$ cat config.mk
export PLATFORM = sky130hd
export DESIGN_NAME = rtc_serial_slave_supervisor
export DESIGN_NICKNAME = d
export VERILOG_FILES = /design/src/design/rtc_pkg.sv /design/src/design/sup_if.sv /design/src/design/rtc_serial_slave_supervisor.sv /design/src/design/rtc_supervisor.sv
export SDC_FILE = /design/constraint.sdc
export NUM_CORES = 1
export LEC_CHECK = 0
export ABC_AREA = 1
export BUFFER_PORTS_ARGS = -buffer_cell sky130_fd_sc_hd__buf_4
export CORE_MARGIN = 3
export CORE_UTILIZATION = 55
export CTS_CLUSTER_DIAMETER = 200
export DETAILED_ROUTE_END_ITERATION = 10
export GPL_TIMING_DRIVEN = 0
export PLACE_DENSITY = 0.73
export SLEW_MARGIN = 20
export SYNTH_ARGS = -nofsm -noshare
export SYNTH_HDL_FRONTEND = slang
export SYNTH_HIERARCHICAL = 1
export SYNTH_SLANG_ARGS = --single-unit
$ cat constraint.sdc
create_clock -name clk -period 4 [get_ports clk]
set_input_delay 0.2 -clock clk [delete_from_list [all_inputs] [get_ports clk]]
set_output_delay 0.2 -clock clk [all_outputs]
set_load 0.01 [all_outputs]
$ cat src/design/rtc_pkg.sv
// constants, state types and timing counts for the serial slave and supervisor
// assumes a 40 MHz system clock; long counts run on a 1 ms internal tick
package rtc_pkg;

    localparam int CLK_HZ = 40_000_000;
    localparam int TICK_US = 1000;
    localparam int TICK_CYC = CLK_HZ / 1_000_000 * TICK_US;

    localparam int MS_W = 11;
    localparam int RST_TMO_MS = 250;
    localparam int WD_MS_SHORT = 250;
    localparam int WD_MS_MID = 750;
    localparam int WD_MS_LONG = 1750;
    localparam logic [MS_W-1:0] RST_TMO_CNT = MS_W'(RST_TMO_MS);
    localparam logic [MS_W-1:0] WD_CNT_SHORT = MS_W'(WD_MS_SHORT);
    localparam logic [MS_W-1:0] WD_CNT_MID = MS_W'(WD_MS_MID);
    localparam logic [MS_W-1:0] WD_CNT_LONG = MS_W'(WD_MS_LONG);

    localparam logic [1:0] WD_SEL_OFF = 2'h3;
    localparam logic [1:0] WD_SEL_SHORT = 2'h2;
    localparam logic [1:0] WD_SEL_MID = 2'h1;

    localparam logic [3:0] DEV_ARRAY = 4'ha;
    localparam logic [3:0] DEV_CCR = 4'hd;
    localparam logic [2:0] DEV_SELECT = 3'h7;
    localparam logic [15:0] WORD_ADDR_RST = 16'h0000;
    localparam logic [3:0] BITS_PER_BYTE = 4'h8;

    typedef enum logic [2:0] {S_POR, S_RUN, S_LOW, S_TMO, S_BATT} sup_state_t;
    typedef enum logic [2:0] {ST_IDLE, ST_RX, ST_ACK, ST_TX, ST_RACK} bus_state_t;
    typedef enum logic [1:0] {K_SLAVE, K_AHI, K_ALO, K_DATA} byte_kind_t;

endpackage

$ cat src/design/sup_if.sv
// link between the serial slave and the supervisor
// assumes all members are on the system clock domain
`timescale 1ns/1ps
interface sup_if;
    logic start_det;
    logic vdd_ok;
    logic on_batt;
    logic [1:0] wd_period;
    logic por_active;
    logic lvr_active;
    logic reset_out_n;

    modport bus (
        output start_det, vdd_ok, on_batt, wd_period,
        input por_active, lvr_active, reset_out_n
    );
    modport sup (
        input start_det, vdd_ok, on_batt, wd_period,
        output por_active, lvr_active, reset_out_n
    );
endinterface // sup_if

$ cat src/design/rtc_serial_slave_supervisor.sv
// two-wire serial slave front end with watchdog and reset supervisor
// assumes open-drain bus resolved outside; mem_rdata follows mem_addr combinationally
//
// Functional notes
// - watchdog field 11 off, 10 250ms, 01 750ms, 00 1.75s
// - each start reloads watchdog to full selected period
// - watchdog expiry asserts reset output for 250ms
// - start during reset timeout changes neither watchdog nor reset
// - watchdog inactive while running from battery
// - power-up holds reset until supply good for 250ms
// - memory array refused while power-on reset asserted
// - low supply asserts reset, released 250ms after recovery
// - low-voltage reset aborts nonvolatile write only on battery
// - low-voltage reset aborts bus transaction and ignores commands
// - on battery reset stays asserted until back on main supply
// - bus traffic ignored until start: data falls with clock high
// - stop, data rising with clock high, ends every transaction
// - acknowledge matching slave address and each written byte
// - no acknowledge for unmatched slave address byte
// - read sends 8 bits, samples ack, continues or stops
// - 1010 array, 1101 control space, select bits 111
// - slave address bit 0: one read, zero write
// - two-byte word address; counter cleared to zero at reset
// - during nonvolatile write ignore bus, data line released
`timescale 1ns/1ps
module rtc_serial_slave_supervisor
    import rtc_pkg::*;
#(
    parameter int TICK_CYCLES = TICK_CYC
)
(
    // clock and reset
    input wire logic clk,
    input wire logic srst,
    // serial bus pins
    input wire logic scl_in,
    input wire logic sda_in,
    output logic sda_out,
    output logic sda_oe,
    // supply monitors and supervisor
    input wire logic vdd_ok_in,
    input wire logic on_batt_in,
    input wire logic watchdog_period_hi,
    input wire logic watchdog_period_lo,
    output logic reset_out_n,
    // memory and control space port
    input wire logic nv_busy,
    input wire logic [7:0] mem_rdata,
    output logic [15:0] mem_addr,
    output logic mem_sel_ccr,
    output logic mem_rd,
    output logic mem_wr,
    output logic [7:0] mem_wdata,
    output logic nv_abort
);

    sup_if sif ();

    ////////////////////////////////////////////////////////////////////////
    // pins pass two flops; only the second stage is read
    logic [3:0] meta_r;
    logic [3:0] sync_r;
    logic scl_d_r;
    logic sda_d_r;

    always_ff @(posedge clk)
    begin
        if (srst)
        begin
            meta_r <= 4'h7;
            sync_r <= 4'h7;
        end
        else
        begin
            meta_r <= {on_batt_in, vdd_ok_in, sda_in, scl_in};
            sync_r <= meta_r;
        end
    end

    wire scl_s = sync_r[0];
    wire sda_s = sync_r[1];

    always_ff @(posedge clk)
    begin
        if (srst)
        begin
            scl_d_r <= 1'b1;
            sda_d_r <= 1'b1;
        end
        else
        begin
            scl_d_r <= scl_s;
            sda_d_r <= sda_s;
        end
    end

    wire start_det = scl_s && scl_d_r && sda_d_r && !sda_s;
    wire stop_det = scl_s && scl_d_r && !sda_d_r && sda_s;
    wire scl_rise = scl_s && !scl_d_r;
    wire scl_fall = !scl_s && scl_d_r;

    assign sif.start_det = start_det;
    assign sif.vdd_ok = sync_r[2];
    assign sif.on_batt = sync_r[3];
    assign sif.wd_period = {watchdog_period_hi, watchdog_period_lo};

    rtc_supervisor #(
        .TICK_CYCLES(TICK_CYCLES)
    ) u_sup (
        .clk(clk),
        .srst(srst),
        .sif(sif.sup)
    );

    ////////////////////////////////////////////////////////////////////////
    bus_state_t st_r;
    bus_state_t st_nxt;
    byte_kind_t kind_r;
    byte_kind_t kind_nxt;
    logic [3:0] cnt_r;
    logic [3:0] cnt_nxt;
    logic [7:0] sh_r;
    logic [7:0] sh_nxt;
    logic [7:0] tx_r;
    logic [7:0] tx_nxt;
    logic [7:0] wa_hi_r;
    logic [7:0] wa_hi_nxt;
    logic [15:0] addr_r;
    logic [15:0] addr_nxt;
    logic drv_r;
    logic drv_nxt;
    logic rw_r;
    logic rw_nxt;
    logic ccr_r;
    logic ccr_nxt;
    logic mack_r;
    logic mack_nxt;
    logic rd_nxt;
    logic wr_nxt;
    logic [7:0] wdata_nxt;
    logic load_tx;

    // a write cycle in flight or a low supply locks the bus out entirely
    wire bus_block = sif.lvr_active || nv_busy;
    wire hit_arr = (sh_r[7:4] == DEV_ARRAY);
    wire hit_ccr = (sh_r[7:4] == DEV_CCR);
    wire sel_ok = (sh_r[3:1] == DEV_SELECT);
    wire addr_hit = sel_ok && (hit_ccr || (hit_arr && !sif.por_active));
    wire byte_end = scl_fall && (cnt_r == BITS_PER_BYTE);
    wire tx_last = (cnt_r == BITS_PER_BYTE);

    always_comb
    begin
        st_nxt = st_r;
        kind_nxt = kind_r;
        cnt_nxt = cnt_r;
        sh_nxt = sh_r;
        tx_nxt = tx_r;
        wa_hi_nxt = wa_hi_r;
        addr_nxt = addr_r;
        drv_nxt = drv_r;
        rw_nxt = rw_r;
        ccr_nxt = ccr_r;
        mack_nxt = mack_r;
        rd_nxt = 1'b0;
        wr_nxt = 1'b0;
        wdata_nxt = mem_wdata;
        load_tx = 1'b0;
        if (bus_block)
        begin
            st_nxt = ST_IDLE;
            drv_nxt = 1'b0;
        end
        else if (start_det)
        begin
            st_nxt = ST_RX;
            kind_nxt = K_SLAVE;
            cnt_nxt = 4'h0;
            drv_nxt = 1'b0;
        end
        else if (stop_det)
        begin
            st_nxt = ST_IDLE;
            drv_nxt = 1'b0;
        end
        else
        begin
            unique case (st_r)
                ST_IDLE: drv_nxt = 1'b0;
                ST_RX:
                begin
                    if (scl_rise)
                    begin
                        sh_nxt = {sh_r[6:0], sda_s};
                        cnt_nxt = cnt_r + 4'h1;
                    end
                    else if (byte_end)
                    begin
                        cnt_nxt = 4'h0;
                        st_nxt = ST_ACK;
                        drv_nxt = 1'b1;
                        unique case (kind_r)
                            K_SLAVE:
                            begin
                                if (!addr_hit)
                                begin
                                    st_nxt = ST_IDLE;
                                    drv_nxt = 1'b0;
                                end
                                rw_nxt = sh_r[0];
                                ccr_nxt = hit_ccr;
                                kind_nxt = K_AHI;
                            end
                            K_AHI:
                            begin
                                wa_hi_nxt = sh_r;
                                kind_nxt = K_ALO;
                            end
                            K_ALO:
                            begin
                                addr_nxt = {wa_hi_r, sh_r};
                                kind_nxt = K_DATA;
                            end
                            K_DATA:
                            begin
                                wr_nxt = 1'b1;
                                wdata_nxt = sh_r;
                                addr_nxt = addr_r + 16'h0001;
                            end
                        endcase
                    end
                end
                ST_ACK:
                begin
                    if (scl_fall)
                    begin
                        drv_nxt = 1'b0;
                        st_nxt = ST_RX;
                        load_tx = rw_r;
                    end
                end
                ST_TX:
                begin
                    if (scl_fall && tx_last)
                    begin
                        drv_nxt = 1'b0;
                        st_nxt = ST_RACK;
                    end
                    else if (scl_fall)
                    begin
                        drv_nxt = !tx_r[7];
                        tx_nxt = {tx_r[6:0], 1'b0};
                        cnt_nxt = cnt_r + 4'h1;
                    end
                end
                ST_RACK:
                begin
                    if (scl_rise) mack_nxt = !sda_s;
                    else if (scl_fall && mack_r) load_tx = 1'b1;
                    else if (scl_fall) st_nxt = ST_IDLE;
                end
            endcase
            // byte fetch shared by first read byte and each acknowledged one
            if (load_tx)
            begin
                st_nxt = ST_TX;
                rd_nxt = 1'b1;
                drv_nxt = !mem_rdata[7];
                tx_nxt = {mem_rdata[6:0], 1'b0};
                cnt_nxt = 4'h1;
                addr_nxt = addr_r + 16'h0001;
            end
        end
    end

    always_ff @(posedge clk)
    begin
        if (srst)
        begin
            st_r <= ST_IDLE;
            kind_r <= K_SLAVE;
            cnt_r <= 4'h0;
            drv_r <= 1'b0;
            addr_r <= WORD_ADDR_RST;
        end
        else
        begin
            st_r <= st_nxt;
            kind_r <= kind_nxt;
            cnt_r <= cnt_nxt;
            drv_r <= drv_nxt;
            addr_r <= addr_nxt;
        end
    end

    always_ff @(posedge clk)
    begin
        if (srst)
        begin
            sh_r <= 8'h00;
            tx_r <= 8'h00;
            wa_hi_r <= 8'h00;
            rw_r <= 1'b0;
            ccr_r <= 1'b0;
            mack_r <= 1'b0;
        end
        else
        begin
            sh_r <= sh_nxt;
            tx_r <= tx_nxt;
            wa_hi_r <= wa_hi_nxt;
            rw_r <= rw_nxt;
            ccr_r <= ccr_nxt;
            mack_r <= mack_nxt;
        end
    end

    ////////////////////////////////////////////////////////////////////////
    // memory address lags the counter a cycle so a strobe sees the old word
    logic [15:0] mem_addr_r;
    logic rd_r;
    logic wr_r;
    logic [7:0] wdata_r;
    logic sda_out_r;
    logic abort_r;

    always_ff @(posedge clk)
    begin
        if (srst)
        begin
            mem_addr_r <= WORD_ADDR_RST;
            rd_r <= 1'b0;
            wr_r <= 1'b0;
            wdata_r <= 8'h00;
            sda_out_r <= 1'b0;
            abort_r <= 1'b0;
        end
        else
        begin
            mem_addr_r <= addr_r;
            rd_r <= rd_nxt;
            wr_r <= wr_nxt;
            wdata_r <= wdata_nxt;
            sda_out_r <= 1'b0;
            abort_r <= sif.lvr_active && sif.on_batt && nv_busy;
        end
    end

    assign sda_out = sda_out_r;
    assign sda_oe = drv_r;
    assign reset_out_n = sif.reset_out_n;
    assign mem_addr = mem_addr_r;
    assign mem_sel_ccr = ccr_r;
    assign mem_rd = rd_r;
    assign mem_wr = wr_r;
    assign mem_wdata = wdata_r;
    assign nv_abort = abort_r;

    wire quiet = !bus_block && !start_det && !stop_det;
    wire slave_end = (st_r == ST_RX) && (kind_r == K_SLAVE) && byte_end && quiet;
endmodule // rtc_serial_slave_supervisor

$ cat src/design/rtc_supervisor.sv
// watchdog and power-on / low-voltage reset sequencing
// assumes vdd_ok and on_batt arrive already synchronised
`timescale 1ns/1ps
module rtc_supervisor
    import rtc_pkg::*;
#(
    parameter int TICK_CYCLES = TICK_CYC
)
(
    // clock and reset
    input wire logic clk,
    input wire logic srst,
    // link to the serial slave
    sup_if.sup sif
);

    logic [31:0] div_r;
    logic [MS_W-1:0] rst_ms_r;
    logic [MS_W-1:0] wd_ms_r;
    sup_state_t st_r;
    sup_state_t st_nxt;
    logic reset_n_r;
    logic por_r;
    logic lvr_r;

    ////////////////////////////////////////////////////////////////////////
    wire tick = (div_r == 32'(TICK_CYCLES - 1));
    wire wd_on = (sif.wd_period != WD_SEL_OFF) && !sif.on_batt;
    wire [MS_W-1:0] wd_load = (sif.wd_period == WD_SEL_SHORT) ? WD_CNT_SHORT :
                              (sif.wd_period == WD_SEL_MID) ? WD_CNT_MID :
                              WD_CNT_LONG;
    wire rst_done = tick && (rst_ms_r >= RST_TMO_CNT - MS_W'(1));
    wire wd_expire = (st_r == S_RUN) && wd_on && tick && (wd_ms_r <= MS_W'(1));
    sup_state_t drop_st;
    assign drop_st = sif.on_batt ? S_BATT : S_LOW;

    always_comb
    begin
        st_nxt = st_r;
        unique case (st_r)
            S_POR: if (sif.vdd_ok && rst_done) st_nxt = S_RUN;
            S_RUN:
            begin
                if (!sif.vdd_ok) st_nxt = sup_state_t'(drop_st);
                else if (wd_expire) st_nxt = S_TMO;
            end
            S_LOW:
            begin
                if (sif.on_batt) st_nxt = S_BATT;
                else if (sif.vdd_ok) st_nxt = S_TMO;
            end
            S_TMO:
            begin
                if (!sif.vdd_ok) st_nxt = sup_state_t'(drop_st);
                else if (rst_done) st_nxt = S_RUN;
            end
            S_BATT: if (!sif.on_batt) st_nxt = sif.vdd_ok ? S_TMO : S_LOW;
        endcase
    end

    always_ff @(posedge clk)
    begin
        if (srst) div_r <= 32'h0;
        else div_r <= tick ? 32'h0 : div_r + 32'h1;
    end

    // supply must stay good for the whole count; any dip restarts it
    always_ff @(posedge clk)
    begin
        if (srst || st_nxt != st_r || !sif.vdd_ok) rst_ms_r <= '0;
        else if (tick) rst_ms_r <= rst_ms_r + MS_W'(1);
    end

    // start during a timeout is swallowed: the counter is reloaded anyway
    always_ff @(posedge clk)
    begin
        if (srst || st_r != S_RUN || !wd_on || sif.start_det) wd_ms_r <= wd_load;
        else if (tick && wd_ms_r != '0) wd_ms_r <= wd_ms_r - MS_W'(1);
    end

    always_ff @(posedge clk)
    begin
        if (srst)
        begin
            st_r <= S_POR;
            reset_n_r <= 1'b0;
            por_r <= 1'b1;
            lvr_r <= 1'b0;
        end
        else
        begin
            st_r <= st_nxt;
            reset_n_r <= (st_nxt == S_RUN);
            por_r <= (st_nxt == S_POR);
            lvr_r <= (st_nxt == S_LOW) || (st_nxt == S_BATT);
        end
    end

    assign sif.reset_out_n = reset_n_r;
    assign sif.por_active = por_r;
    assign sif.lvr_active = lvr_r;
endmodule // rtc_supervisor

==> impl_metrics.env <==
export IMPL_tritoncts="yes"
export IMPL_yosysSeqAreaShare_pct=38.9
export IMPL_setup_tns_ns=0
export IMPL_cts_resized=0
export IMPL_worstPathRequired_ns=4.06
export IMPL_power_density_mw_per_mm2=376
export IMPL_antenna_left=0
export IMPL_grt_max_degree=17
export IMPL_place_gp_congestion=0.925
export IMPL_synth_seq_cells=149
export IMPL_min_period_ns=2.44
export IMPL_cts_root_buf="clkbuf_16"
export IMPL_end_kind="flop"
export IMPL_dp_cells=1339
export IMPL_track_usage_pct=21.6
export IMPL_irDropWorstVdd_mv=0.327
export IMPL_leakage_nw=4.07
export IMPL_slew_headroom_pct=56.1
export IMPL_cp_max_fo=11
export IMPL_die_area_mm2=0.0159
export IMPL_grt_overflow=0
export IMPL_clkTransAtPathRegs_ns=0.06
export IMPL_syn_num_nets=1146
export IMPL_drt_total_wl_um=16700
export IMPL_syn_to_final_growth_pct=15.8
export IMPL_yosys_warnings=6
export IMPL_cts_htree_levels=4
export IMPL_rsz0062_at_grt="false"
export IMPL_ctsHoldBuffers=4
export IMPL_start_kind="flop"
export IMPL_vias=6905
export IMPL_layout_drive_gt1_share_pct=16.2
export IMPL_start_util_pct=56.8
export IMPL_antenna_found_initial=0
export IMPL_viasPerCell=5.03
export IMPL_place_hpwl_um=12200
export IMPL_grt_pass1_vias=6421
export IMPL_first_pass_iters=5
export IMPL_holdCritPathClass="in2reg"
export IMPL_syn_area_per_cell_um2=7.14
export IMPL_finalHoldViolations=0
export IMPL_nets=1215
export IMPL_stdcell_count=1374
export IMPL_worst_clock_skew_ns=0.00932
export IMPL_status="complete, no violations"
export IMPL_insertion_delay_ns=0.42
export IMPL_wl_per_cell_um=12.2
export IMPL_die_x_um=126
export IMPL_cts_buffers=17
export IMPL_hold_ws_ns=0.0383
export IMPL_die_y_um=126
export IMPL_setup_viol_count_final=0
export IMPL_insertedDiodeCount=0
export IMPL_synthCells=1113
export IMPL_core_area_mm2=0.0140
export IMPL_drc=0
export IMPL_max_freq_mhz=410
export IMPL_cts_setup_buffers=0
export IMPL_maxSlewViolCount=0
export IMPL_grt_first_pass_wirelength_um=28500
export IMPL_clk_path_buf_depth=2
export IMPL_io_pins=48
export IMPL_numPortBuffers=46
export IMPL_dr_first_iter_drc_count=477
export IMPL_cts_sinks=149
export IMPL_final_period_utilization_pct=60.9
export IMPL_cap_violations=0
export IMPL_tightestPinTransition_ns=0.656
export IMPL_fp_row_count=43
export IMPL_syn_area_mm2=0.00794
export IMPL_crit_arrival_ns=2.50
export IMPL_crit_type="reg2reg"
export IMPL_synth_cell_types=48
[cell usage in the layout (no fill, tap or decap), drive strengths merged]
master / count
a21oi: 34
a31oi: 1
and2: 2
and3: 2
buf: 57
bufinv: 3
clkbuf: 34
clkinv: 5
conb: 1
dfxtp: 138
dlygate4sd3: 4
edfxtp: 11
ha: 16
inv: 163
nand2: 251
nand3: 83
nand3b: 3
nand4: 23
nor2: 211
nor3: 39
nor3b: 3
nor4: 4
o2111ai: 1
o211ai: 3
o21a: 2
o21ai: 56
o31ai: 2
or2: 11
or3: 1
xnor2: 6
xor2: 24
[cell type report]
| class | instances | area (µm²) |
|---|---|---|
| Multi-Input combinational cell | 779 | 4080 |
| Timing Repair Buffer | 50 | 385 |
| Tap cell | 180 | 225 |
| Fill cell | 1263 | 4790 |
| Sequential cell | 149 | 3090 |
| Inverter | 165 | 634 |
| Buffer | 20 | 136 |
| Clock inverter | 6 | 110 |
| Clock buffer | 25 | 537 |
[cells by family after synthesis]
group           after synthesis  synth area share [%]
flops                       149                  38.9
other cells                   1                0.0472
xor+xnor                     30                  3.31
buf+inv                     185                  9.71
fa+ha+maj                    16                  2.52
simple gates                633                  38.9
compound gates               99                  6.59
[critical path: stages, from the launching register on]
cell,delay [ns]
dfxtp_1,0.42
inv_1,0.10
nand2_1,0.16
nor2_8,0.08
nor4_1,0.54
clkbuf_1,0.40
nand2_1,0.38
[power by group]
part	switching (W)	total, W	internal, W
Combinational	0.000129	0.000198	0.0000691
Sequential	0.0000206	0.00155	0.00153
Clock	0.000594	0.00171	0.00112
[Yosys cell counts (all sizes together)]
master	count	share of area [%]
o211ai	3	0.35
xor2	24	2.6
or2	11	0.87
clkbuf	9	0.43
clkinv	3	0.17
conb	1	0.047
nand3b	3	0.28
o2111ai	1	0.11
or3	1	0.079
buf	11	1.3
nor3	39	3.2
o21ai	56	3.5
a21oi	34	2.1
nand2	251	14
o31ai	2	0.19
ha	16	2.5
inv	162	7.8
edfxtp	11	4.2
nor2	211	12
dfxtp	138	35
nor3b	3	0.28
a31oi	1	0.079
nor4	4	0.32
and3	2	0.16
nand3	83	6.1
xnor2	6	0.66
and2	2	0.16
nand4	23	1.9
o21a	2	0.19
[sequential cells by signal, indices dropped and copies added, names as in the netlist, 8 cells and up]
register        flops
u_sup/div_r        32
addr_r             16
mem_wdata           8
u_sup/rst_ms_r     11
sh_r                8
mem_addr           16
wa_hi_r             8
u_sup/wd_ms_r      11
[through the flow]
stage	cell area, µm²	utilization (%)	worst slack, ns	total power [W]
5_1_grt	9200	65.8	1.34	0.00359
4_1_cts	9200	65.8	1.55	0.00350
3_5_place_dp	8510	60.8	1.56	0.00178
3_3_place_gp	8510	60.8	1.58	0.00178
2_1_floorplan	7940	-	2.12	0.00172
6_report	9200	65.8	1.56	0.00346
[layer usage]
metal	vias to the layer above	part of all wire, %	global-route usage, %
met5	-	0	0
met4	0	1.7	7.44
met3	26	4.5	5.22
met2	139	49	37.0
met1	3082	45	26.6
li1	3658	-	-
[path summary, 6_finish.rpt]
path | startpoint | to | slack (ns) | cells past startpoint
max | sync_r[1] | u_sup/wd_ms_r[8] | 1.56 | 6
min | nv_busy | nv_abort | 0.04 | 3
max reg2reg | sync_r[1] | u_sup/wd_ms_r[8] | 1.56 | 6
min reg2reg | meta_r[3] | sync_r[3] | 0.41 | 2
(Power assumes the default switching activity.)
